## src/verilog/hcl_pkg.sv

```systemverilog
// package for the hub core launch and system counter block
// assumes one system clock; cores reach the hub through a rotating window
package hcl_pkg;
    localparam int CORE_COUNT = 8;
    localparam int CLK_PERIOD_NS = 50;
    // hub instruction decode
    localparam logic [5:0] HUB_OPCODE = 6'h03;
    localparam logic [8:0] SRC_IDENTITY = 9'h001;
    localparam logic [8:0] SRC_LAUNCH = 9'h002;
    // register addresses inside a core
    localparam logic [8:0] COUNTER_REG_ADDR = 9'h1F1;
    localparam logic [8:0] LAST_LOADED_REG = 9'h1EF;
    // launch word field positions
    localparam int LW_PAR_HI = 31;
    localparam int LW_PAR_LO = 18;
    localparam int LW_CODE_HI = 17;
    localparam int LW_CODE_LO = 4;
    localparam int LW_NEW_BIT = 3;
    localparam int LW_CORE_HI = 2;
    // hub timing, in clock cycles
    localparam int HUB_MIN_CYC = 7;
    localparam int HUB_MAX_CYC = 22;
    localparam int HUB_SLOT_CYC = 2;
    localparam logic [2:0] EXEC_LAST = 3'(HUB_MIN_CYC - 2);
    localparam logic [2:0] NO_FREE_CORE = 3'h7;
    localparam logic [31:0] COUNTER_RESET = 32'h0000_0000;

    typedef struct packed {
        logic valid;
        logic [5:0] opcode;
        logic [8:0] src;
        logic [31:0] dest;
        logic update_zero_flag_effect;
        logic update_carry_flag_effect;
        logic write_result_effect;
        logic suppress_result_effect;
        logic [2:0] core;
    } hcl_req_t;

    typedef struct packed {
        logic done;
        logic wr_en;
        logic z_en;
        logic z;
        logic c_en;
        logic c;
        logic [31:0] value;
    } hcl_ans_t;

    typedef struct packed {
        logic valid;
        logic [2:0] core;
        logic [8:0] reg_addr;
        logic [13:0] hub_long_addr;
    } hcl_fill_t;
endpackage : hcl_pkg

```

## src/verilog/hcl_hub_launch.sv

```systemverilog
// hub side: system counter, identity query and core launch
// assumes requests come from core logic on the same clock
`timescale 1ns/1ps
module hcl_hub_launch import hcl_pkg::*; (
    // clock and reset
    input wire logic clk_sys_in,
    input wire logic rst_in,
    input wire logic ce_in,
    // hub request and answer
    input hcl_req_t req_in,
    output logic req_ready_out,
    output hcl_ans_t ans_out,
    // operand reads
    input wire logic [8:0] src_addr_in,
    input wire logic [31:0] shadow_src_in,
    input wire logic [31:0] shadow_dst_in,
    output logic [31:0] src_operand_out,
    output logic [31:0] dst_operand_out,
    output logic [31:0] sys_count_out,
    // core state
    input wire logic [CORE_COUNT-1:0] core_stop_in,
    output logic [CORE_COUNT-1:0] core_active_out,
    // target core fill
    output hcl_fill_t fill_out,
    output logic spr_clear_out,
    output logic [15:0] boot_par_out,
    output logic core_run_out
);
    typedef enum logic [1:0] {HB_IDLE, HB_WAIT, HB_EXEC} hcl_hub_state_t;

    hcl_hub_state_t state, next_state;
    hcl_req_t cmd, next_cmd;
    hcl_ans_t next_ans;
    logic [31:0] next_count, next_src_op, next_dst_op;
    logic [2:0] slot, next_slot, exec_count, next_exec_count;
    logic phase, next_phase;
    logic [CORE_COUNT-1:0] next_active;
    logic is_identity, is_launch, window_open, finish;
    logic free_found, ld_busy, ld_start;
    logic [2:0] free_core, launch_core;

    // lowest inactive core, if any
    always_comb begin
        free_found = 1'b0;
        free_core = NO_FREE_CORE;
        for (int i = CORE_COUNT - 1; i >= 0; i--) begin
            if (!core_active_out[i]) begin
                free_found = 1'b1;
                free_core = 3'(i);
            end
        end
    end

    // decode of the captured hub instruction
    assign is_identity = (cmd.opcode == HUB_OPCODE) && (cmd.src == SRC_IDENTITY);
    assign is_launch = (cmd.opcode == HUB_OPCODE) && (cmd.src == SRC_LAUNCH);
    assign window_open = (slot == cmd.core) && !phase;
    // a launch cannot finish while the loader still fills the previous core
    assign finish = (state == HB_EXEC) && (exec_count == EXEC_LAST) && !(is_launch && ld_busy);
    assign launch_core = cmd.dest[LW_NEW_BIT] ? free_core : cmd.dest[LW_CORE_HI:0];
    assign ld_start = finish && is_launch && (free_found || !cmd.dest[LW_NEW_BIT]);
    assign req_ready_out = (state == HB_IDLE);

    // counter, window rotation and operand reads
    always_comb begin
        next_count = sys_count_out + 32'h0000_0001; // wraps without notice
        next_phase = phase + 1'b1;
        next_slot = phase ? slot + 3'h1 : slot;
        // counter address reads the live count, everything else the shadow
        next_src_op = (src_addr_in == COUNTER_REG_ADDR) ? sys_count_out : shadow_src_in;
        next_dst_op = shadow_dst_in; // destination never sees the counter
    end

    // hub operation sequence
    always_comb begin
        next_state = state;
        next_cmd = cmd;
        next_exec_count = exec_count;
        next_ans = ans_out;
        next_ans.done = 1'b0;
        next_active = core_active_out & ~core_stop_in;
        case (state)
            HB_IDLE: begin
                if (req_in.valid) begin
                    next_cmd = req_in;
                    next_state = HB_WAIT;
                end
            end
            HB_WAIT: begin
                if (window_open) begin // at most 16 cycles to the window
                    next_state = HB_EXEC;
                    next_exec_count = 3'h0;
                end
            end
            HB_EXEC: begin
                if (exec_count != EXEC_LAST) begin
                    next_exec_count = exec_count + 3'h1;
                end else if (finish) begin
                    next_state = HB_IDLE;
                    next_ans = '0;
                    next_ans.done = 1'b1;
                    if (is_identity) begin
                        next_ans.value = {29'h0000_0000, cmd.core};
                        next_ans.wr_en = !cmd.suppress_result_effect;
                        next_ans.z_en = cmd.update_zero_flag_effect;
                        next_ans.z = (cmd.core == 3'h0);
                        next_ans.c_en = cmd.update_carry_flag_effect;
                        next_ans.c = 1'b0;
                    end else if (is_launch) begin
                        next_ans.value = {29'h0000_0000, launch_core};
                        next_ans.wr_en = cmd.write_result_effect;
                        next_ans.z_en = cmd.update_zero_flag_effect;
                        next_ans.z = (launch_core == 3'h0);
                        next_ans.c_en = cmd.update_carry_flag_effect;
                        next_ans.c = cmd.dest[LW_NEW_BIT] && !free_found;
                        if (ld_start) begin
                            next_active[launch_core] = 1'b1; // restart keeps it active
                        end
                    end
                end
            end
            default: next_state = HB_IDLE;
        endcase
    end

    always_ff @(posedge clk_sys_in or posedge rst_in) begin
        if (rst_in) begin
            sys_count_out <= COUNTER_RESET;
            phase <= 1'b0;
            slot <= 3'h0;
            src_operand_out <= 32'h0000_0000;
            dst_operand_out <= 32'h0000_0000;
        end else if (ce_in) begin
            sys_count_out <= next_count;
            phase <= next_phase;
            slot <= next_slot;
            src_operand_out <= next_src_op;
            dst_operand_out <= next_dst_op;
        end
    end

    always_ff @(posedge clk_sys_in or posedge rst_in) begin
        if (rst_in) begin
            state <= HB_IDLE;
            cmd <= '0;
            exec_count <= 3'h0;
            ans_out <= '0;
            core_active_out <= '0;
        end else if (ce_in) begin
            state <= next_state;
            cmd <= next_cmd;
            exec_count <= next_exec_count;
            ans_out <= next_ans;
            core_active_out <= next_active;
        end
    end

    // register fill starts at the edge that gives the answer; the core runs on the shared system clock
    hcl_core_loader u_loader (
        .clk_sys_in(clk_sys_in),
        .rst_in(rst_in),
        .ce_in(ce_in),
        .start_in(ld_start),
        .core_in(launch_core),
        .code_addr_in(cmd.dest[LW_CODE_HI:LW_CODE_LO]),
        .par_field_in(cmd.dest[LW_PAR_HI:LW_PAR_LO]),
        .busy_out(ld_busy),
        .fill_out(fill_out),
        .spr_clear_out(spr_clear_out),
        .boot_par_out(boot_par_out),
        .core_run_out(core_run_out)
    );

    // helper: enabled cycles since the request was taken, and loader stalls
    logic [5:0] lat_count;
    logic stalled;
    always_ff @(posedge clk_sys_in or posedge rst_in) begin
        if (rst_in) begin
            lat_count <= 6'h00;
            stalled <= 1'b0;
        end else if (ce_in) begin
            if (state == HB_IDLE) begin
                lat_count <= 6'h00;
                stalled <= 1'b0;
            end else begin
                lat_count <= lat_count + 6'h01;
                if (state == HB_EXEC && exec_count == EXEC_LAST && !finish) begin
                    stalled <= 1'b1;
                end
            end
        end
    end

    property p_count_step;
        @(posedge clk_sys_in) disable iff (rst_in)
        ce_in |=> sys_count_out == $past(sys_count_out) + 32'h0000_0001;
    endproperty
    a_count_step: assert property (p_count_step) else $error("counter did not step");

    property p_count_freeze;
        @(posedge clk_sys_in) disable iff (rst_in)
        !ce_in |=> $stable(sys_count_out);
    endproperty
    a_count_freeze: assert property (p_count_freeze) else $error("counter moved while frozen");

    // the operand is loaded at the edge that sees the address, with the count of that edge
    property p_src_live;
        @(posedge clk_sys_in) disable iff (rst_in)
        ce_in && src_addr_in == COUNTER_REG_ADDR |=> src_operand_out == $past(sys_count_out);
    endproperty
    a_src_live: assert property (p_src_live) else $error("counter operand not live");

    property p_dst_shadow;
        @(posedge clk_sys_in) disable iff (rst_in)
        ce_in |=> dst_operand_out == $past(shadow_dst_in);
    endproperty
    a_dst_shadow: assert property (p_dst_shadow) else $error("destination not shadow");

    property p_latency;
        @(posedge clk_sys_in) disable iff (rst_in)
        ans_out.done |-> lat_count >= 6'h07 && (lat_count <= 6'h16 || stalled);
    endproperty
    a_latency: assert property (p_latency) else $error("hub latency out of range");

    property p_identity;
        @(posedge clk_sys_in) disable iff (rst_in)
        ans_out.done && is_identity
        |-> ans_out.value == {29'h0000_0000, cmd.core} && ans_out.wr_en == !cmd.suppress_result_effect
            && !ans_out.c && ans_out.z == (cmd.core == 3'h0);
    endproperty
    a_identity: assert property (p_identity) else $error("identity answer wrong");

    property p_launch_flags;
        @(posedge clk_sys_in) disable iff (rst_in)
        ans_out.done && is_launch
        |-> ans_out.z == (ans_out.value == 32'h0000_0000) && ans_out.wr_en == cmd.write_result_effect
            && (!ans_out.c || ans_out.value == 32'h0000_0007);
    endproperty
    a_launch_flags: assert property (p_launch_flags) else $error("launch answer wrong");

    property p_named_start;
        @(posedge clk_sys_in) disable iff (rst_in)
        ce_in && ld_start && !cmd.dest[LW_NEW_BIT]
        |=> fill_out.valid && fill_out.core == $past(cmd.dest[LW_CORE_HI:0]) && core_active_out[fill_out.core];
    endproperty
    a_named_start: assert property (p_named_start) else $error("named core not started");

    property p_new_start;
        @(posedge clk_sys_in) disable iff (rst_in)
        ce_in && ld_start && cmd.dest[LW_NEW_BIT] |-> !core_active_out[launch_core] && free_found;
    endproperty
    a_new_start: assert property (p_new_start) else $error("new launch took busy core");
endmodule : hcl_hub_launch

```

## src/verilog/hcl_core_loader.sv

```systemverilog
// sequencer that fills a started core's registers and lets it run
// assumes main memory answers each fill address outside this block
`timescale 1ns/1ps
module hcl_core_loader import hcl_pkg::*; (
    // clock and reset
    input wire logic clk_sys_in,
    input wire logic rst_in,
    input wire logic ce_in,
    // launch command
    input wire logic start_in,
    input wire logic [2:0] core_in,
    input wire logic [13:0] code_addr_in,
    input wire logic [13:0] par_field_in,
    output logic busy_out,
    // target core side
    output hcl_fill_t fill_out,
    output logic spr_clear_out,
    output logic [15:0] boot_par_out,
    output logic core_run_out
);
    typedef enum logic [1:0] {LD_IDLE, LD_FILL, LD_CLEAR, LD_RUN} hcl_ld_state_t;
    hcl_ld_state_t state, next_state;
    hcl_fill_t next_fill;
    logic next_spr_clear, next_run;
    logic [15:0] next_boot_par;

    // one register per cycle from the code address upward, then clear and go
    always_comb begin
        next_state = state;
        next_fill = fill_out;
        next_fill.valid = 1'b0;
        next_spr_clear = 1'b0;
        next_run = 1'b0;
        next_boot_par = boot_par_out;
        case (state)
            LD_IDLE: begin
                if (start_in) begin
                    next_state = LD_FILL;
                    next_fill.valid = 1'b1;
                    next_fill.core = core_in;
                    next_fill.reg_addr = 9'h000;
                    next_fill.hub_long_addr = code_addr_in;
                    next_boot_par = {par_field_in, 2'b00};
                end
            end
            LD_FILL: begin
                if (fill_out.reg_addr == LAST_LOADED_REG) begin
                    next_state = LD_CLEAR;
                    next_spr_clear = 1'b1;
                end else begin
                    next_fill.valid = 1'b1;
                    next_fill.reg_addr = fill_out.reg_addr + 9'h001;
                    next_fill.hub_long_addr = fill_out.hub_long_addr + 14'h0001;
                end
            end
            LD_CLEAR: begin
                next_state = LD_RUN;
                next_run = 1'b1;
            end
            LD_RUN: next_state = LD_IDLE;
            default: next_state = LD_IDLE;
        endcase
    end

    always_ff @(posedge clk_sys_in or posedge rst_in) begin
        if (rst_in) begin
            state <= LD_IDLE;
            fill_out <= '0;
            spr_clear_out <= 1'b0;
            core_run_out <= 1'b0;
            boot_par_out <= 16'h0000;
        end else if (ce_in) begin
            state <= next_state;
            fill_out <= next_fill;
            spr_clear_out <= next_spr_clear;
            core_run_out <= next_run;
            boot_par_out <= next_boot_par;
        end
    end

    assign busy_out = (state != LD_IDLE);

    property p_fill_order;
        @(posedge clk_sys_in) disable iff (rst_in)
        ce_in && fill_out.valid && state == LD_FILL && fill_out.reg_addr != LAST_LOADED_REG
        |=> !ce_in || (fill_out.valid && fill_out.reg_addr == $past(fill_out.reg_addr) + 9'h001);
    endproperty
    a_fill_order: assert property (p_fill_order) else $error("fill order broken");

    property p_boot_par;
        @(posedge clk_sys_in) disable iff (rst_in)
        ce_in && state == LD_IDLE && start_in |=> boot_par_out == {$past(par_field_in), 2'b00};
    endproperty
    a_boot_par: assert property (p_boot_par) else $error("boot pointer wrong");
endmodule : hcl_core_loader

```

## config.mk

```make
export PLATFORM = sky130hd
export DESIGN_NAME = hcl_hub_launch
export DESIGN_NICKNAME = d
export VERILOG_FILES = /design/src/verilog/hcl_pkg.sv /design/src/verilog/hcl_hub_launch.sv /design/src/verilog/hcl_core_loader.sv
export SDC_FILE = /design/constraint.sdc
export NUM_CORES = 1
export LEC_CHECK = 0
export BUFFER_PORTS_ARGS = -buffer_cell sky130_fd_sc_hd__buf_2
export CAP_MARGIN = 0
export CORE_MARGIN = 2
export CORE_UTILIZATION = 51
export CTS_CLUSTER_SIZE = 28
export DETAILED_ROUTE_END_ITERATION = 12
export PLACE_DENSITY = 0.8
export SETUP_SLACK_MARGIN = 0.05
export SYNTH_ARGS = -nofsm -noshare
export SYNTH_HDL_FRONTEND = slang
export SYNTH_HIERARCHICAL = 1
export SYNTH_SLANG_ARGS = --single-unit
```

## constraint.sdc

```tcl
create_clock -name clk_sys_in -period 7.3 [get_ports clk_sys_in]
set_input_delay 1.095 -clock clk_sys_in [delete_from_list [all_inputs] [get_ports clk_sys_in]]
set_output_delay 1.095 -clock clk_sys_in [all_outputs]
set_load 0.05 [all_outputs]
```

**Word level (Yosys, flattened, before mapping)**

Cells that the tools add are included.

- Reductions and logical operators: 31
- $lt $le $gt $ge: 2
- Equality and inequality tests: 21
- Mux-type cells: 49
- Add/sub/neg operators: 6
- Bitwise logic cells: 4

Operators with widths:

| operator | count |
|---|---|
| $mux 38 | 3 |
| $mux 37 | 2 |
| $mux 8 | 6 |
| $pmux 23 s2 | 1 |
| $add 32x1->32 const B | 1 |
| $mux 32 | 1 |
| $mux 27 | 1 |
| $mux 3 | 9 |
| $mux 23 | 1 |
| $eq 9x9->1 const B | 2 |
| $add 14x1->14 const B | 1 |
| $mux 1 | 14 |
| $ne 2x2->1 const B | 7 |
| $mux 2 | 6 |
| $reduce_and 4->1 | 3 |
| $logic_and 1x1->1 | 10 |
| $add 9x1->9 const B | 1 |
| $eq 9x1->1 const B | 1 |
| $eq 9x2->1 const B | 1 |
| $reduce_and 3->1 | 3 |
| $and 8x8->8 | 1 |
| $not 8->8 | 1 |
| $or 8x8->8 | 1 |
| $pmux 2 s4 | 1 |
| other kinds (23) | 35 |

- Output and inout port bits: 188
- Word-level logic and storage cells: 144
- Input bits: 139
- Register bits after elaboration: 250

**Depth between registers and ports, before layout**

Gate-level depths: netlist (run 1).

- Depth after elaboration: 19
- Depth in mapped cells: 10
- Depth with buffers taken out: 8

**Cells and area by module**

Netlist (run 1), hierarchy kept.

Modules (own cells, without submodules):

| module | sequential area each (um2) | area an instance (um2) | instances | cells an instance |
|---|---|---|---|---|
| hcl_hub_launch | 4404.2 | 7738.7 | 1 | 648 |
| hcl_core_loader | 1126.1 | 2377.3 | 1 | 225 |

**Least setup slack after synthesis (run 1)**

OpenSTA, ideal clock, no wires.

- Path type: register to register
- From: register core_active_out[2]
- To: register u_loader/fill_out[0] (netlist name)
- Arrival: 2.649 ns
- Library setup time: 0.125 ns
- Stages on the path, launching flop included: 9
- Slack: 4.526 ns
- Path buffers: 0
- Period minus slack after synthesis: 2.774 ns
- Required time: 7.175 ns
- Cell sequence: dfrtp_1 -> and3_1 -> nand3_1 -> nor3_1 -> nor4_1 -> mux2_2 -> nand2_1 -> a21oi_2 -> mux2_2

- Cells in the longest elaborated chain, start to end: 7

RTL lines:

| what | line | RTL |
|---|---|---|
| start, declared | hcl_hub_launch.sv:22 | `output logic [CORE_COUNT-1:0] core_active_out,` |
| start signal, assigned | hcl_hub_launch.sv:154 | `core_active_out <= next_active;` |
| $mux 1 (3 in a row) | hcl_hub_launch.sv:47 | `if (!core_active_out[i]) begin` |
| $logic_or 1x1->1 | hcl_hub_launch.sv:61 | `assign ld_start = finish && is_launch && (free_found \|\| !cmd.dest[LW_NEW_BIT]);` |
| $logic_and 1x1->1 | hcl_hub_launch.sv:61 |  |
| via ld_start | hcl_hub_launch.sv:39 | `logic free_found, ld_busy, ld_start;` |
| $ne 2x2->1 (no source line) | - |  |
| $reduce_and 4->1 (no source line) | - |  |

The timed path passes the listed nets, and every way through them passes these cells.
A chain may end at the register's enable or synchronous reset.

**Worst setup path in the final report (run 1)**

- From: register cmd[53] (netlist bit)
- To: register u_loader/fill_out[2] (netlist name)

- Cells in the longest elaborated chain, start to end: 9

RTL lines:

| what | line | RTL |
|---|---|---|
| start, declared | hcl_hub_launch.sv:32 | `hcl_req_t cmd, next_cmd;` |
| start signal, assigned | hcl_hub_launch.sv:151 | `cmd <= next_cmd;` |
| $eq 6x2->1 * | hcl_hub_launch.sv:56 | `assign is_launch = (cmd.opcode == HUB_OPCODE) && (cmd.src == SRC_LAUNCH);` |
| $logic_and 1x1->1 * | hcl_hub_launch.sv:56 |  |
| $logic_and 1x1->1 | hcl_hub_launch.sv:59 | `assign finish = (state == HB_EXEC) && (exec_count == EXEC_LAST) && !(is_launch && ld_busy);` |
| $logic_not 1->1 | hcl_hub_launch.sv:59 |  |
| $logic_and 1x1->1 | hcl_hub_launch.sv:59 |  |
| $logic_and 1x1->1 * (2 in a row) | hcl_hub_launch.sv:61 |  |
| via ld_start | hcl_hub_launch.sv:39 |  |
| $ne 2x2->1 (no source line) * | - |  |
| $reduce_and 4->1 (no source line) * | - |  |

The timed path passes the listed nets; every way through them passes the cells marked *.

==> results.md, run 1 <==
Power and ir drop:
- The power density normalized to cell area is 357 nW/µm².
- VDD sags by at most 306 µV.
- For this design the static power due to leakage is 6.06 nW.

Worst setup path:
- The startpoint identified for the worst register-to-register timing path is cmd[53].
- Tracing the worst setup path back leads to its startpoint at cmd[53].
- The critical-path cell with the highest stage delay is sky130_fd_sc_hd__nor4_1.
- The endpoint kind of the worst setup timing path is a flip-flop.
- The largest incremental delay on the critical path is 0.88 ns.
- Data on the critical path is required at its endpoint by 7.76 ns.
- The start-to-end type of the worst setup path is flip-flop to flip-flop.
- Walking the worst path, the cells encountered are nor4_2 > nand4_1 > nor4_1 > nor2b_1 > and3_1 > a22o_1 > a311o_1.
- STA classifies the critical path startpoint as a flip-flop.
- Of all nets on the critical path, the largest fanout is 11.
- STA puts the critical path data arrival time at 4.05 ns.

Cells and area:
- From synthesis to final layout, the design area changed by 24.5%.
- After the last flow step, the layout net total stands at 1,311.
- The proportion of layout cells with a drive suffix above 1 is 0.393.
- The finished cells cover 12,600 µm².
- The layout has 1,495 filler cells.

Placement:
- Detailed placement ended at an HPWL of 17,800 µm.
- The number of I/O port buffers is 295.
- The area of placed instances is 11,700 µm².
- The congestion estimate from routability-driven global placement came to 0.855.

Global route:
- The number of antenna violations at the first check in global routing is 6.
- The first global-routing pass estimated 39,800 µm of wire.
- For this run, the total global-route usage over all layers was measured as 0.240.
- The via count of the first global-routing pass is 7,688.
- Entering global routing, the biggest net connects 101 pins.
- Summed over all layers, the global routing overflow is 0.

Min path:
- The hold path startpoint is ans_out[35].
- The class of the tightest hold or removal check is flip-flop to flip-flop.

Logic synthesis:
- The count of flip-flops with a built-in enable after synthesis is 0.
- The sequential share of the synthesized area is 0.547.
- The flop and latch count out of synthesis is 221.
- For this run, the number of Yosys warnings is 6.
- Counting flops with an async set or reset pin after synthesis yields a share of 1.00.
- Counting instances in the post-synthesis netlist gives the leading cell types as sky130_fd_sc_hd__dfrtp_1, sky130_fd_sc_hd__mux2_2, sky130_fd_sc_hd__nor2_1.
- The synthesized design spends more area on one cell type than any other, namely sky130_fd_sc_hd__dfrtp_1.
- The synthesized instance count is 873.
- The post-synthesis cell area is 10,100 µm².
- The most used flip-flop cell after synthesis is sky130_fd_sc_hd__dfrtp_1.
- By area the synthesized netlist is led by sky130_fd_sc_hd__dfrtp_1, sky130_fd_sc_hd__mux2_2, sky130_fd_sc_hd__mux2i_1.
- The share of synthesized area in the top cell type comes to 0.547.
- The synthesized area divided by synthesized cell count is 11.6 µm².
- By instance count, the leading cell after synthesis is sky130_fd_sc_hd__dfrtp_1.
- Yosys mapped the design onto 65 distinct sky130hd cell types.

Clocking:
- The sink count of the clock tree is 221.
- CTS placed an instance of sky130_fd_sc_hd__clkbuf_16 at the clock tree root.
- TritonCTS built the clock tree.
- After clock tree synthesis, the clock-pin slew on the worst setup and hold paths is 0.06 ns.
- The number of setup buffers added after CTS is 0.
- The later pin in the worst-skew pair is clocked with a latency of 0.53 ns.
- TritonCTS created 25 clock buffers.
- The level count of the clock H-tree is 1.
- The quantity of hold-fixing buffers added after cts is 0.
- The clock passes through at most 3 buffers.
- Gates resized during post-CTS repair numbered 0.

STA:
- The worst path in the final design needs a cycle of 3.59 ns, including I/O delays and setup.
- Setup repair after global routing left no endpoint under its margin.
- The number of max-slew violations in the final report is 0.
- The highest achievable clock rate is 279 MHz.
- The transition time at the pin with the least slew margin is 0.995 ns.
- Setup violations remaining at the end of the flow were counted as 0.
- On the final layout, the worst clock skew is 0.0138 ns.
- The final number of hold-violating endpoints was 0.
- In the final timing run, aggregate negative setup slack is 0 ns.
- Of the available clock period, the critical path in the final layout requires 0.492.
- The worst slew slack as a fraction of its limit is 0.337.

Routing:
- The final route contains 7,980 vias.
- In this run the remaining antenna-violating nets after routing total 0.
- The routed via count divided by cell count is 5.49.
- The number of detailed-routing iterations run before antenna repair is 7.
- The average wire per standard cell is 17.8 µm.
- For this block, the routed nets add up to 25,800 µm of wire.
- In this run, the number of DRC markers left after iteration 0 of detailed routing was 458.
- The number of design rule violations left after detail routing is 0.

Die:
- The area of the core is 19,500 µm².
- The initialized floorplan defines 51 standard-cell rows.
- For this configuration, the core starts out at a cell density of 0.520.
- The die covers 21,000 µm².
- During I/O placement, the number of pins put on the boundary was 327.
- In this run the vertical extent of the chip is 145 µm.
- The horizontal extent of the die is 145 µm.

Run:
- The number of maximum-capacitance violations is 0.

Status:
- The run finished with clean final reports.
sequential cells by signal, indices dropped and copies added (netlist names), 3 cells and up:
register	count
u_loader/boot_par_out	14
ans_out	9
exec_count	3
core_active_out	8
dst_operand_out	32
sys_count_out	32
cmd	54
src_operand_out	32
slot	3
u_loader/fill_out	27
cell type report:
cell class              count  area, µm²  area share
well taps                 265        332      0.0263
multi-input cells         593       4230       0.336
clock buffers              30        674      0.0536
flip-flops and latches    221       5530       0.439
clock inverters            15        204      0.0162
diodes                      7       17.5     0.00139
repair buffers            299       1510       0.120
inverters                  23       91.3     0.00725
placed cells by master (no fill, tap or decap), types with 5 or more instances in the layout:
master                      netlist  routed
sky130_fd_sc_hd__buf_2           11     294
sky130_fd_sc_hd__dfrtp_1        221     221
sky130_fd_sc_hd__mux2_2         109     109
sky130_fd_sc_hd__nor2_1          66      66
sky130_fd_sc_hd__nand2_1         61      61
sky130_fd_sc_hd__a21oi_1         44      44
sky130_fd_sc_hd__mux2i_1         33      33
sky130_fd_sc_hd__nand3_1         31      31
sky130_fd_sc_hd__conb_1           2      31
sky130_fd_sc_hd__clkbuf_16        0      25
sky130_fd_sc_hd__xor2_1          24      24
sky130_fd_sc_hd__inv_1           23      21
sky130_fd_sc_hd__o21ai_0         18      18
sky130_fd_sc_hd__nor3_1          16      16
sky130_fd_sc_hd__nand4_1         16      16
sky130_fd_sc_hd__xnor2_1         14      14
sky130_fd_sc_hd__a31oi_1         10      10
sky130_fd_sc_hd__and3_1          10       9
sky130_fd_sc_hd__ha_1             9       9
sky130_fd_sc_hd__diode_2          0       7
sky130_fd_sc_hd__a32o_1           7       7
sky130_fd_sc_hd__nand2b_1         7       7
sky130_fd_sc_hd__nor4_1           7       7
sky130_fd_sc_hd__a22o_1           6       6
sky130_fd_sc_hd__a21o_1           5       5
sky130_fd_sc_hd__clkinv_2         0       5
sky130_fd_sc_hd__buf_4           34       5
sky130_fd_sc_hd__a22oi_1          5       5
metal layers:
metal,vias to the layer above,global-route usage,routed length (µm)
met4,2,0.0680,637
li1,3660,-,-
met1,3964,0.309,10400
met5,-,0,13
met2,308,0.408,12900
met3,46,0.0530,1950
power by group:
group | switching (W) | internal [W] | total, W
clock | 0.000517 | 0.000806 | 0.00132
sequential | 0.000286 | 0.00152 | 0.00181
combinational | 0.000887 | 0.000478 | 0.00137
worst max-delay path, delay by kind of cell (launching register included):
kind | cells | cell delay (ns)
AO/OA/AOI/OAI | 2 | 0.29
AND/OR/NAND/NOR | 5 | 2.83
flip-flops | 1 | 0.39
stage by stage:
step / hold WS [ns] / instances / setup WS (ns) / total power (W) / utilization
2_1_floorplan: 0.463 / 902 / 1.43 / 0.00282 / -
3_3_place_gp: 0.450 / 1401 / 3.66 / 0.00313 / 0.601
3_5_place_dp: 0.458 / 1401 / 3.61 / 0.00317 / 0.601
4_1_cts: 0.472 / 1446 / 3.81 / 0.00451 / 0.646
5_1_grt: 0.501 / 1449 / 3.54 / 0.00471 / 0.646
6_report: 0.468 / 1453 / 3.71 / 0.00449 / 0.647
final timing paths:
| kind | end | depth (start not counted) | slack, ns |
|---|---|---|---|
| min in group asynchronous | cmd[27] | 2 | 0.76 |
| setup / recovery | u_loader/fill_out[2] | 7 | 3.71 |
| hold reg to reg | ans_out[35] | 2 | 0.47 |
| setup reg to reg | u_loader/fill_out[2] | 7 | 3.71 |
| max in group asynchronous | sys_count_out[27] | 3 | 4.98 |
| hold / removal | ans_out[35] | 2 | 0.47 |
cell families after synthesis:
| group | count (synthesis) | synth area share |
|---|---|---|
| AO/OA/AOI/OAI | 123 | 0.0799 |
| adder cells (fa/ha/maj) | 9 | 0.0111 |
| AND/OR/NAND/NOR | 250 | 0.128 |
| XOR/XNOR | 38 | 0.0329 |
| multiplexers | 142 | 0.154 |
| flip-flops | 221 | 0.547 |
| buffers and inverters | 88 | 0.0466 |
| other | 2 | 0.000742 |
Power figures use the tool's default switching activity.
==> run 2: changes to the inputs <==
==> constraint.sdc (replaced) <==
create_clock -name clk_sys_in -period 3.4 [get_ports clk_sys_in]
set_input_delay 0.51 -clock clk_sys_in [delete_from_list [all_inputs] [get_ports clk_sys_in]]
set_output_delay 0.51 -clock clk_sys_in [all_outputs]
set_load 0.05 [all_outputs]
==> run 2 against run 1 <==
Cell count up 0.96%. Via count down 0.49%. Clock-buffer cell count up 5. Combinational power up 120%. Sequential share of layout area down 0.33 points. Core utilization up 0.49 points. Critical path depth up 1. First-iteration DRC count up 7.6%. Largest power group unchanged. Fmax up 21%. Clock power up 110%. Sequential power up 110%. Wire length up 1.3%.
==> results.md, run 2 (same netlist as run 1, synthesis figures left out) <==
Routing:
- The wire length on met3 was 2220 µm (+14%).
- The routed via count divided by cell count came to 5.41 (-1.4%).
- The initial DRC count is 493 (+7.6%).
- The total number of vias is 7,941 (-0.49%).
- The number of design rule violations left after detail routing is 0 (unchanged).
- The met2 wirelength from detailed routing is 13,100 µm (+1.9%).
- The average wire per standard cell was 17.8 µm (+0.37%).
- The antenna violation net count after detailed routing is 0 (unchanged).
- The routed length on met1 is 10,200 µm (-1.5%).
- The number of detailed-routing iterations run before antenna repair is 5 (-2).
- The top routing layer in use is met5.
- The final routed wirelength across all metal layers was 26,200 µm (+1.3%).

Cells and area:
- The share of the core filled with cells was 0.652 (+0.00489).
- The net count reported at finish is 1,324 (+0.99%).
- The top cell types in the final layout, fill and taps aside, are sky130_fd_sc_hd__buf_2, sky130_fd_sc_hd__dfrtp_1, sky130_fd_sc_hd__mux2_2, sky130_fd_sc_hd__nor2_1, sky130_fd_sc_hd__nand2_1.
- The flip-flop count of the largest register after layout is 54 (unchanged).
- The area added between synthesis and finish is 25.4%.
- The proportion of layout cells with a drive suffix above 1 came to 0.397 (+0.00377).
- The library cell used most frequently in the layout, excluding fill and tap cells, is sky130_fd_sc_hd__buf_2.
- More flip-flops sit in one register than any other, and that register is cmd.

STA:
- The final count of negative-setup-slack endpoints came to 0 (unchanged).
- The worst slew slack as a fraction of its limit is 0.379 (+0.0421).
- The number of max-slew violations in the final report came to 0 (unchanged).
- The highest achievable clock rate is 336 MHz (+21%).
- The least setup slack across all paths after layout is 0.422 ns (-3.29 ns).
- Setup repair after global routing left no endpoint under its margin.
- The fraction of the cycle the final worst path needs is 0.876 (+0.384).
- The shortest period the worst path allows is 2.98 ns (-0.612 ns).
- The transition time at the pin with the least slew margin is 0.926 ns (-0.0689 ns).
- The final-layout setup total negative slack is 0 ns (unchanged).
- The final number of hold-violating endpoints came to 0 (unchanged).
- The largest clock skew in the final design is 0.0112 ns (-0.00260 ns).

Global route:
- The wire length of the first global-routing pass is 40,600 µm (+2.0%).
- The global-route usage over all layers is 0.246 (+0.00614).
- The via count of the first global-routing pass was 7,808 (+1.6%).
- The total overflow reported by the global router was 0 (unchanged).
- The number of antenna violations at the first check in global routing is 6 (unchanged).
- The maximum number of pins on one net before global-route repair was 72 (-29%).

Clocking:
- The later-pin clock latency in the skew report is 0.52 ns (about the same).
- The number of buffers inserted by post-CTS setup repair is 0 (unchanged).
- TritonCTS built the clock tree.
- Clock tree synthesis selected as its root buffer the cell sky130_fd_sc_hd__clkbuf_16.
- The level count of the clock H-tree is 1 (unchanged).
- The clock-pin slew on the worst setup and hold paths is 0.06 ns (about the same).
- The number of buffers on the longest clock path came to 3 (unchanged).
- The TritonCTS buffer count came to 25 (unchanged).
- The sink count of the clock tree is 221 (unchanged).

Power and ir drop:
- The switching portion of total power was 0.374 (-0.00244).
- The worst ir drop on vdd is 525 µV (+71%).
- The internal power component is 0.00602 W (+110%).
- The net load switching power is 0.00359 W (+110%).
- The proportion of power drawn by flip-flops and latches is 0.403 (about the same).
- The power density normalized to cell area was 758 nW/µm² (+110%).
- The leakage power is 6.12 nW (+0.98%).
- The clock power share is 0.289 (-0.005).
- The share of power burned in combinational logic is 0.308 (+0.004).

Worst setup path:
- The maximum fanout count along the critical path is 10 (-1).
- The launching element type of the critical path is a flip-flop.
- The worst path arrival time is 3.37 ns (-0.68 ns).
- The data required time of the critical path was 3.79 ns (-3.97 ns).
- The endpoint kind of the worst setup timing path is a flip-flop.
- The worst setup slack for register-to-register paths is 0.42 ns (-3.29 ns).
- The worst setup path is of the flip-flop to flip-flop kind.

Die:
- The area enclosed by the die boundary is 21,000 µm² (unchanged).
- The horizontal extent of the die is 145 µm (unchanged).
- The initial cell density of the core is 0.520 (unchanged).
- The height of the die is 145 µm (unchanged).
- The number of placement rows is 51 (unchanged).
- The number of top-level pins came to 327 (unchanged).
- The area of the core is 19,500 µm² (unchanged).

Run:
- The number of maximum-capacitance violations is 0 (unchanged).

Placement:
- The final weighted congestion in routability-driven placement was 0.894 (+4.6%).
- The HPWL after detailed placement is 19,000 µm (+6.4%).
- The number of I/O port buffers is 295 (unchanged).
- The worst setup slack before clock tree synthesis is 0.517 ns (-3.10 ns).

Min path:
- The class of the tightest hold or removal check is primary input to flip-flop.

Status:
- The run finished with clean final reports.
-- run 2: what timing repair did --
item | in CTS | in global routing
gates resized for setup | 0 | 0
hold buffers | 1 | 0
endpoints found under the hold margin | 12 | 0
-- run 2: worst max-delay path, stage by stage, from the launching register on --
cell and delay, ns:
sky130_fd_sc_hd__dfrtp_1 0.43, sky130_fd_sc_hd__nor4b_1 0.42, sky130_fd_sc_hd__nand4_1 0.28, sky130_fd_sc_hd__nor4_1 0.39
sky130_fd_sc_hd__buf_4 0.20, sky130_fd_sc_hd__mux2_2 0.17, sky130_fd_sc_hd__nand2_1 0.23, sky130_fd_sc_hd__a21o_1 0.35
sky130_fd_sc_hd__a221o_1 0.38
-- run 2: path summary, 6_finish.rpt --
path | from | end | depth (start not counted)
hold / removal | req_in[10] | cmd[10] | 3
max in group asynchronous | rst_in | u_loader/fill_out[1] | 4
hold reg to reg | ans_out[32] | ans_out[32] | 2
min in group asynchronous | rst_in | cmd[34] | 3
setup reg to reg | cmd[39] | u_loader/fill_out[22] | 8
setup / recovery | cmd[39] | u_loader/fill_out[22] | 8
-- run 2: metal layers --
metal  global-route usage  vias to the layer above
met3               0.0573                       47
li1                     -                     3693
met5                    0                        -
met1                0.316                     3870
met2                0.417                      327
met4               0.0700                        4
-- run 2: per-stage QoR --
step	instance area, µm²	power [W]	hold slack (ns)	std cells
2_1_floorplan	10200	0.00605	0.463	902
3_3_place_gp	11800	0.00673	0.448	1413
3_5_place_dp	11800	0.00686	0.470	1413
4_1_cts	12700	0.00966	0.201	1460
5_1_grt	12700	0.0101	0.213	1461
6_report	12700	0.00961	0.215	1467
-- run 2: layout make-up --
| class | count | area (µm²) |
|---|---|---|
| Fill cell | 1501 | 6780 |
| Sequential cell | 221 | 5530 |
| Multi-Input combinational cell | 593 | 4230 |
| Timing Repair Buffer | 312 | 1620 |
| Clock buffer | 35 | 723 |
| Tap cell | 265 | 332 |
| Clock inverter | 11 | 139 |
| Inverter | 23 | 90.1 |
| Antenna cell | 7 | 17.5 |
-- run 2: power by group through the flow --
stage	Combinational, W	Sequential, W	Clock, W
final	0.00296	0.00387	0.00278
after global routing	0.00320	0.00395	0.00294
after CTS	0.00297	0.00386	0.00283
after detailed placement	0.00296	0.00389	0
after global placement	0.00288	0.00385	0
after floorplan	0.00148	0.00457	0
